**src/hw/syscall_map.svh**
```systemverilog
/*
 Constants of the flash system-call sequencer: keys, opcodes, status
 words, failure reasons and pulse timing.
 Assumes it is included by bare name wherever these values are needed.
*/
`ifndef SYSCALL_MAP_SVH
`define SYSCALL_MAP_SVH

`define CLOCK_PERIOD_NS   10
`define FIRST_CALL_KEY_VALUE        8'hb6
`define SECOND_CALL_KEY_BASE         8'hd3
`define OP_SILICON_ID     8'h00
`define OP_LOAD_BYTES     8'h04
`define OP_WRITE_ROW      8'h05
`define OP_PROGRAM_ROW    8'h06
`define OP_ERASE_ALL      8'h0a
`define OP_CHECKSUM       8'h0b
`define OP_NB_WRITE_ROW   8'h07
`define OP_NB_PROGRAM_ROW 8'h08
`define OP_RESUME_NB      8'h09
`define STATUS_OK         32'ha000_0000
`define STATUS_FAIL_BASE  32'hf000_0000
`define ERR_BAD_OPCODE    8'h01
`define ERR_BAD_KEY       8'h02
`define ERR_NB_DEBUG      8'h03
`define ERR_NO_RESUME     8'h04
`define ERR_FLASH_BUSY    8'h05
`define PULSE_TIME_NS     6000000
`define PULSE_CYCLES      (`PULSE_TIME_NS / `CLOCK_PERIOD_NS)
`define PHASE_PRE         3'b001
`define PHASE_ERASE       3'b010
`define PHASE_PROGRAM     3'b100
`define PHASES_WRITE      3'b111

`endif

```
**src/hw/syscall_pkg.sv**
```systemverilog
/*
 Types of the flash system-call sequencer.
 Assumes syscall_map.svh supplies the numeric constants.
*/
package syscall_pkg;

  typedef enum logic [6:0] {
    ST_IDLE  = 7'b000_0001,
    ST_CHECK = 7'b000_0010,
    ST_ARM   = 7'b000_0100,
    ST_XFER  = 7'b000_1000,
    ST_PULSE = 7'b001_0000,
    ST_PAUSE = 7'b010_0000,
    ST_SUM   = 7'b100_0000
  } seq_state_t;

  typedef logic [7:0]  opcode_t;
  typedef logic [31:0] word_t;

endpackage : syscall_pkg

```
**src/hw/hv_pulse_gen.sv**
```systemverilog
/*
 High-voltage pulse generator: one timed program or erase pulse per start.
 Assumes start is a one-cycle pulse given only while no pulse runs.
*/
`timescale 1ns/100ps

module hv_pulse_gen #(
  parameter int PULSE_CYCLES = 600000
) (
  input  wire logic clock,        // System clock.
  input  wire logic reset,        // Synchronous reset, active high.
  input  wire logic start,        // Begin one pulse.
  input  wire logic erase,        // Pulse is an erase, else a program.
  input  wire logic all_cells,    // Pulse acts on every cell of the row.
  output logic      hv_enable,    // High voltage applied.
  output logic      hv_erase,     // Polarity of the applied pulse.
  output logic      hv_all_cells, // Pulse covers all cells.
  output logic      done          // One cycle at the end of the pulse.
);

  localparam int CW = $clog2(PULSE_CYCLES + 1);
  localparam logic [CW-1:0] LAST = CW'(PULSE_CYCLES - 1);

  logic [CW-1:0] count_q;

  always_ff @(posedge clock) begin
    if (reset) begin
      hv_enable    <= 1'b0;
      hv_erase     <= 1'b0;
      hv_all_cells <= 1'b0;
      count_q      <= '0;
    end else if (start) begin
      hv_enable    <= 1'b1;
      hv_erase     <= erase;
      hv_all_cells <= all_cells;
      count_q      <= '0;
    end else if (hv_enable) begin
      if (count_q == LAST) begin
        hv_enable <= 1'b0;
      end
      count_q <= count_q + CW'(1);
    end
  end

  always_ff @(posedge clock) begin
    if (reset) begin
      done <= 1'b0;
    end else begin
      done <= hv_enable && !start && (count_q == LAST);
    end
  end

endmodule : hv_pulse_gen

```
**src/hw/flash_system_call_sequencer.sv**
```systemverilog
/*
 Flash system-call sequencer: keyed calls, page latch, PROGRAM_ERASE_PROGRAM_SEQUENCE row writes,
 checksum and non-blocking sub-operation interrupts.
 Assumes requests come from logic on the same clock and that the flash
 array returns read data the cycle after a read strobe.
*/
`timescale 1ns/100ps
`include "syscall_map.svh"

module flash_system_call_sequencer #(
  parameter int          LATCH_BYTES  = 128,
  parameter int          PULSE_CYCLES = `PULSE_CYCLES,
  parameter logic [31:0] SILICON_ID   = 32'h0000_1234 // Arbitrary value.
) (
  input  wire logic                 clock,          // System clock.
  input  wire logic                 reset,          // Sync reset, high.
  input  wire logic                 call_start,     // Request bit written.
  input  wire logic [15:0]          call_opcode_field, // Command field.
  input  wire syscall_pkg::word_t   call_argument,  // Argument word.
  input  wire logic                 from_debug,     // Requester is debug.
  input  wire logic [7:0]           flash_rd_data,  // Array read byte.
  output logic                      call_request_bit, // Call pending.
  output logic                      call_privileged,  // Call executing.
  output syscall_pkg::word_t        status_word,    // Completion status.
  output syscall_pkg::word_t        result_word,    // Returned value.
  output logic                      call_nmi,       // Core entry pulse.
  output logic                      cpu_stall,      // Core held.
  output logic                      seq_irq,        // Sub-operation done.
  output logic [15:0]               flash_row,      // Target row.
  output logic                      flash_wr_strobe, // Latch byte to row.
  output logic [$clog2(LATCH_BYTES)-1:0] flash_index, // Byte in row.
  output logic [7:0]                flash_wr_data,  // Byte written.
  output logic                      flash_rd_strobe, // Row byte read.
  output logic                      hv_enable,      // Pulse applied.
  output logic                      hv_erase,       // Erase polarity.
  output logic                      hv_all_cells    // Whole-row pulse.
);
  import syscall_pkg::*;

  localparam int IW = $clog2(LATCH_BYTES);
  localparam logic [IW-1:0] LAST_IDX = IW'(LATCH_BYTES - 1);

  seq_state_t    state_q;
  opcode_t       op_q;
  logic [7:0]    cmd_hi_q;
  word_t         arg_q;
  logic          dbg_q;
  logic [2:0]    phase_q;
  logic          nb_q;
  logic          paused_q;
  logic          all_rows_q;
  logic [IW-1:0] idx_q;
  logic          pulse_start_q;
  logic          pulse_done;
  logic          rel_q;
  word_t         rel_status_q;
  logic          rd_valid_q;
  logic          rd_done_q;
  logic [IW-1:0] acc_cnt_q;
  word_t         sum_q;
  logic [7:0]    latch_mem [LATCH_BYTES];

  function automatic logic is_nonblocking(input opcode_t op);
    return (op == `OP_NB_WRITE_ROW) || (op == `OP_NB_PROGRAM_ROW) ||
           (op == `OP_RESUME_NB);
  endfunction : is_nonblocking

  function automatic word_t fail_word(input logic [7:0] code);
    return `STATUS_FAIL_BASE | {24'h0, code};
  endfunction : fail_word

  wire accept = call_start &&
                ((state_q == ST_IDLE) || (state_q == ST_PAUSE));
  wire key_ok = (arg_q[7:0] == `FIRST_CALL_KEY_VALUE) && (cmd_hi_q == 8'h00) &&
                (arg_q[15:8] == 8'(`SECOND_CALL_KEY_BASE + op_q));
  wire [2:0] cur_phase = phase_q & (~phase_q + 3'h1);
  wire [2:0] left_phase = phase_q & ~cur_phase;

  hv_pulse_gen #(
    .PULSE_CYCLES (PULSE_CYCLES)
  ) u_pulse (
    .clock        (clock),
    .reset        (reset),
    .start        (pulse_start_q),
    .erase        (cur_phase == `PHASE_ERASE),
    .all_cells    ((cur_phase != `PHASE_PROGRAM) || all_rows_q),
    .hv_enable    (hv_enable),
    .hv_erase     (hv_erase),
    .hv_all_cells (hv_all_cells),
    .done         (pulse_done)
  );

  // Sequencer: decodes the call and walks the row phases.
  always_ff @(posedge clock) begin
    if (reset) begin
      state_q       <= ST_IDLE;
      op_q          <= '0;
      cmd_hi_q      <= '0;
      arg_q         <= '0;
      dbg_q         <= 1'b0;
      phase_q       <= '0;
      nb_q          <= 1'b0;
      paused_q      <= 1'b0;
      all_rows_q    <= 1'b0;
      idx_q         <= '0;
      pulse_start_q <= 1'b0;
      rel_q         <= 1'b0;
      rel_status_q  <= '0;
      seq_irq       <= 1'b0;
    end else begin
      pulse_start_q <= 1'b0;
      rel_q         <= 1'b0;
      seq_irq       <= 1'b0;
      unique case (state_q)
        ST_IDLE, ST_PAUSE: begin
          if (accept) begin
            op_q     <= call_opcode_field[7:0];
            cmd_hi_q <= call_opcode_field[15:8];
            arg_q    <= call_argument;
            dbg_q    <= from_debug;
            state_q  <= ST_CHECK;
          end
        end
        ST_CHECK: begin
          rel_q        <= 1'b1;
          rel_status_q <= `STATUS_OK;
          state_q      <= paused_q ? ST_PAUSE : ST_IDLE;
          if (!key_ok) begin
            rel_status_q <= fail_word(`ERR_BAD_KEY);
          end else if (paused_q && op_q != `OP_RESUME_NB) begin
            rel_status_q <= fail_word(`ERR_FLASH_BUSY);
          end else begin
            unique case (op_q)
              `OP_SILICON_ID, `OP_LOAD_BYTES: begin
              end
              `OP_WRITE_ROW, `OP_PROGRAM_ROW, `OP_ERASE_ALL: begin
                rel_q      <= 1'b0;
                nb_q       <= 1'b0;
                all_rows_q <= (op_q == `OP_ERASE_ALL);
                phase_q    <= (op_q == `OP_WRITE_ROW) ? `PHASES_WRITE :
                              (op_q == `OP_ERASE_ALL) ? `PHASE_ERASE :
                                                        `PHASE_PROGRAM;
                state_q    <= ST_ARM;
              end
              `OP_NB_WRITE_ROW, `OP_NB_PROGRAM_ROW: begin
                if (dbg_q) begin
                  rel_status_q <= fail_word(`ERR_NB_DEBUG);
                end else begin
                  nb_q       <= 1'b1;
                  all_rows_q <= 1'b0;
                  phase_q    <= (op_q == `OP_NB_WRITE_ROW) ?
                                `PHASES_WRITE : `PHASE_PROGRAM;
                  state_q    <= ST_ARM;
                end
              end
              `OP_RESUME_NB: begin
                if (!paused_q) begin
                  rel_status_q <= fail_word(`ERR_NO_RESUME);
                end else begin
                  paused_q <= 1'b0;
                  state_q  <= ST_ARM;
                end
              end
              `OP_CHECKSUM: begin
                rel_q   <= 1'b0;
                idx_q   <= '0;
                state_q <= ST_SUM;
              end
              default: begin
                rel_status_q <= fail_word(`ERR_BAD_OPCODE);
              end
            endcase
          end
        end
        ST_ARM: begin
          idx_q <= '0;
          if (phase_q == 3'b000) begin
            state_q <= ST_IDLE;
          end else if (cur_phase == `PHASE_PROGRAM) begin
            state_q <= ST_XFER;
          end else begin
            pulse_start_q <= 1'b1;
            state_q       <= ST_PULSE;
          end
        end
        ST_XFER: begin
          idx_q <= idx_q + IW'(1);
          if (idx_q == LAST_IDX) begin
            pulse_start_q <= 1'b1;
            state_q       <= ST_PULSE;
          end
        end
        ST_PULSE: begin
          if (pulse_done) begin
            phase_q <= left_phase;
            if (nb_q) begin
              seq_irq  <= 1'b1;
              paused_q <= 1'b1;
              state_q  <= ST_PAUSE;
            end else if (left_phase == 3'b000) begin
              rel_q        <= 1'b1;
              rel_status_q <= `STATUS_OK;
              state_q      <= ST_IDLE;
            end else begin
              state_q <= ST_ARM;
            end
          end
        end
        ST_SUM: begin
          if (idx_q != LAST_IDX) begin
            idx_q <= idx_q + IW'(1);
          end
          if (rd_valid_q && acc_cnt_q == LAST_IDX) begin
            rel_q        <= 1'b1;
            rel_status_q <= `STATUS_OK;
            state_q      <= ST_IDLE;
          end
        end
      endcase
    end
  end

  // Page latch staging by the load-bytes call.
  always_ff @(posedge clock) begin
    if (state_q == ST_CHECK && key_ok && !paused_q &&
        op_q == `OP_LOAD_BYTES) begin
      latch_mem[arg_q[16+IW-1:16]] <= arg_q[31:24];
    end
  end

  // Flash port: latch bytes out during transfer, row reads during sums.
  always_ff @(posedge clock) begin
    if (reset) begin
      flash_row       <= '0;
      flash_wr_strobe <= 1'b0;
      flash_rd_strobe <= 1'b0;
      flash_index     <= '0;
      flash_wr_data   <= '0;
    end else begin
      if (state_q == ST_CHECK) begin
        flash_row <= arg_q[31:16];
      end
      flash_wr_strobe <= (state_q == ST_XFER);
      flash_rd_strobe <= (state_q == ST_SUM) && !rd_done_q;
      flash_index     <= idx_q;
      flash_wr_data   <= latch_mem[idx_q];
    end
  end

  // Checksum accumulation over the row read back.
  always_ff @(posedge clock) begin
    if (reset || state_q == ST_CHECK) begin
      rd_done_q  <= 1'b0;
      rd_valid_q <= 1'b0;
      acc_cnt_q  <= '0;
      sum_q      <= '0;
    end else begin
      rd_valid_q <= flash_rd_strobe;
      if (state_q == ST_SUM && idx_q == LAST_IDX) begin
        rd_done_q <= 1'b1;
      end
      if (rd_valid_q) begin
        sum_q     <= sum_q + {24'h0, flash_rd_data};
        acc_cnt_q <= acc_cnt_q + IW'(1);
      end
    end
  end

  // Requester-facing flags, status and result words.
  always_ff @(posedge clock) begin
    if (reset) begin
      call_request_bit <= 1'b0;
      call_privileged  <= 1'b0;
      status_word      <= '0;
      result_word      <= '0;
      call_nmi         <= 1'b0;
      cpu_stall        <= 1'b0;
    end else begin
      call_nmi <= accept && !from_debug;
      if (accept) begin
        call_request_bit <= 1'b1;
        cpu_stall        <= !from_debug &&
                            !is_nonblocking(call_opcode_field[7:0]);
      end else if (rel_q) begin
        call_request_bit <= 1'b0;
        call_privileged  <= 1'b0;
        cpu_stall        <= 1'b0;
        status_word      <= rel_status_q;
      end else if (state_q == ST_CHECK) begin
        call_privileged <= 1'b1;
      end
      if (state_q == ST_CHECK && key_ok && op_q == `OP_SILICON_ID) begin
        result_word <= SILICON_ID;
      end else if (state_q == ST_SUM && rd_valid_q &&
                   acc_cnt_q == LAST_IDX) begin
        result_word <= sum_q + {24'h0, flash_rd_data};
      end
    end
  end

endmodule : flash_system_call_sequencer

```
**config.mk**
```make
export PLATFORM = sky130hd
export DESIGN_NAME = flash_system_call_sequencer
export DESIGN_NICKNAME = d
export VERILOG_FILES = /design/src/hw/syscall_pkg.sv /design/src/hw/hv_pulse_gen.sv /design/src/hw/flash_system_call_sequencer.sv
export VERILOG_INCLUDE_DIRS = /design/src /design/src/hw
export SDC_FILE = /design/constraint.sdc
export NUM_CORES = 2
export LEC_CHECK = 0
export BUFFER_PORTS_ARGS = -buffer_cell sky130_fd_sc_hd__buf_4
export CAP_MARGIN = 20
export CORE_MARGIN = 1
export CORE_UTILIZATION = 56
export CTS_BUF_LIST = sky130_fd_sc_hd__clkbuf_4 sky130_fd_sc_hd__clkbuf_8 sky130_fd_sc_hd__clkbuf_16
export DETAILED_ROUTE_END_ITERATION = 10
export HOLD_SLACK_MARGIN = 0.05
export PLACE_DENSITY = 0.76
export SLEW_MARGIN = 20
export SYNTH_ARGS = -nofsm -noshare
export SYNTH_HDL_FRONTEND = slang
export SYNTH_SLANG_ARGS = --single-unit
export TNS_END_PERCENT = 30
```
**constraint.sdc**
```tcl
create_clock -name clock -period 2.8 [get_ports clock]
set_input_delay 0.56 -clock clock [delete_from_list [all_inputs] [get_ports clock]]
set_output_delay 0.56 -clock clock [all_outputs]
set_load 0.05 [all_outputs]
```
==> reports/results.ini <==
[sta]
finalCritPeriodShare = 1.04
tightest_slew_ns = 0.973
slew_violations = 0
holdWs_ns = 0.0808
fin_worst_skew_ns = 0.0462
relSlewSlack = 0.346
fin_ws_ns = -0.121
grt_setup_unrepaired = true
hold_viol_final = 0
fin_setup_tns_ns = -9.23
setup_viol = 304
max_freq_mhz = 342
fin_crit_ns = 2.92

[floorplanning]
coreArea_um2 = 86900
start_util = 0.567
ios = 165
fp.dieW_um = 299
dieHeight_um = 299
rows = 108
die_area_um2 = 89200

[logic_synthesis]
synth_compound_area_frac = 0.0466
async_reset_ff_frac = 0
postSynthAreaPerCell_um2 = 16.4
synthXorXnorAreaFrac = 0.0149
synth-main-ff-cell = edfxtp_1
synth-simple-area-share = 0.0697
syn_inst = 3004
yosysWarnings = 0
synth-seq-cells = 1240
synth-edff-count = 1024
synth_area_um2 = 49300
synth-seq-area-share = 0.712
synthMuxAreaShare = 0.131
synth_top_family_by_area = multiplexers
synth_fa_ha_area_frac = 0.00422
yosys.cell_types.count = 73

[clock_tree]
clock-sinks = 1240
root_buffer = clkbuf_16
clock_path_buffers = 3
cts_buffers = 117
clock_latency_ns = 0.72
h-tree-depth = 3
cts_hold_buf = 0
cts.clk_slew.worst_paths_ns = 0.06
tritoncts = yes

[final_layout]
nNetsFinal = 3333
syn2layout_area_growth_pct = 18.1
layout_commonest_cell = edfxtp_1
n_antenna_cell = 0
postLayoutCoreUtil = 0.670
final_cell_mix = 1,024 x edfxtp_1, 272 x mux4_2, 250 x buf_4
layout-drive-gt1-share = 0.291

[status]
violations = setup timing
status = finished with violations

[pwr]
ir_worst_vdd_mv = 0.710
p_leak_uw = 0.0171
finalPower_uw = 37900
p_per_area_nw_per_um2 = 652

[critical_path]
rr_worst_depth = 12
cp-startpoint = op_q[0]
crit_path_start_kind = flop
r2r-start = op_q[0]
reg2reg_slack_ns = -0.12
rr_endpoint = latch_mem[20][0]
cp-endpoint = latch_mem[20][0]
crit_type = reg2reg
endpoint_kind = flop
cp_max_fo = 8
crit_required_ns = 3.14
crit_arrival_ns = 3.26

[route]
drc_errors = 0
drt_iter0_markers = 3531
wl_mm = 123
post_drt_via_cell_ratio = 6.38
wl_per_cell_um = 27.3
vias = 28800
ant_nets = 0
first_pass_iters = 6

[grt]
first_global_vias = 28800
grt_pass1_wl_mm = 184
overflow = 0
track_usage = 0.276
grt_start_max_net_pins = 90
grt_antenna_before_repair = 3

[placed_design]
hpwl_mm = 76.2
io_buffer_count = 139
routabilityCongestion = 0.947

[hold_path]
hp-start = from_debug
worst_hold_path_type = in2reg

[run]
cap_violations = 0

## worst min-delay path by stage
stage | to | slack (ns) | depth (start not counted)
after floorplan | flash_rd_strobe | 0.40 | 1
after global placement | flash_rd_strobe | 0.41 | 1
after detailed placement | rd_valid_q | 0.43 | 2
after CTS | call_nmi | 0.05 | 2
after global routing | call_nmi | 0.06 | 2
final | call_nmi | 0.08 | 2
## power breakdown
part	switching, uW	total, uW	internal [uW]
Sequential	206	20300	20100
Combinational	807	1110	308
Clock	7010	16600	9550
Total	8020	37900	29900
## synth_stat cells, drive strengths merged, types with 9 or more instances
| master | instances | share of area |
|---|---|---|
| o221ai | 9 | 0.0016 |
| inv | 21 | 0.0016 |
| buf | 95 | 0.011 |
| nor3 | 35 | 0.0036 |
| xor2 | 44 | 0.0078 |
| clkbuf | 111 | 0.0085 |
| and3 | 15 | 0.0019 |
| o21ai | 27 | 0.0027 |
| or3 | 11 | 0.0014 |
| nand3 | 64 | 0.0065 |
| mux4 | 272 | 0.12 |
| edfxtp | 1024 | 0.62 |
| o31ai | 11 | 0.0017 |
| nor2 | 303 | 0.023 |
| a22o | 17 | 0.0030 |
| a211oi | 26 | 0.0040 |
| nand2b | 10 | 0.0013 |
| nor2b | 17 | 0.0022 |
| a22oi | 34 | 0.0052 |
| nand4 | 26 | 0.0036 |
| xnor2 | 40 | 0.0071 |
| a221oi | 9 | 0.0016 |
| a21oi | 172 | 0.017 |
| nand2 | 242 | 0.018 |
| ha | 15 | 0.0038 |
| mux2i | 35 | 0.0071 |
| dfxtp | 216 | 0.088 |
## cells by family after synthesis
kind of cell	after synthesis
multiplexers	307
buffers and inverters	227
adder cells (fa/ha/maj)	16
AO/OA/AOI/OAI	357
other	1
XOR/XNOR	84
AND/OR/NAND/NOR	772
flip-flops	1240
## routing by layer
layer,global-route usage,up-vias,part of all wire
met5,0,-,0.00032
met4,0.0833,6,0.031
met3,0.0601,259,0.099
met2,0.441,1578,0.49
met1,0.384,14700,0.38
li1,-,12200,-
## sequential cells by signal, summed over array words and instances, names as in the netlist, 3 cells and up
register,count
u_pulse.count_q,20
flash_row,16
arg_q,32
rel_status_q,5
state_q,7
flash_index,7
op_q,8
sum_q,32
result_word,32
idx_q,7
cmd_hi_q,8
latch_mem,1024
phase_q,3
flash_wr_data,8
acc_cnt_q,7
status_word,5
## area by class of cell
type,count,area (um2)
Clock buffer,149,3210
Clock inverter,71,852
Multi-Input combinational cell,1561,14300
Sequential cell,1240,35100
Fill cell,5440,28700
Inverter,21,78.8
Timing Repair Buffer,316,3130
Tap cell,1155,1450
## worst max-delay path, stage by stage (launching register included)
cell and delay (ns):
dfxtp_2 0.33, inv_2 0.05, ha_4 0.17, nand4b_1 0.21, a32o_2 0.28, nand2_1 0.07
nand4_1 0.12, nor4_2 0.28, buf_4 0.20, nand4b_1 0.17, buf_6 0.20, buf_16 0.18
nor2_4 0.30
## metrics by stage
stage	cell area (um2)	cells	setup WS [ns]
after floorplan	50300	3028	-0.0227
after global placement	53500	4273	-0.114
after detailed placement	53500	4273	-0.215
after CTS	58000	4510	-0.0868
after global routing	58200	4513	-0.206
final	58200	4513	-0.121
## what timing repair did
item                                     CTS  global route
endpoints found under the setup margin  1017          1032
gates resized for setup                   43            29
cloned                                     7             2
buffers inserted                          11             2
pin swaps                                 54            45
Power figures use the tool's default switching activity.
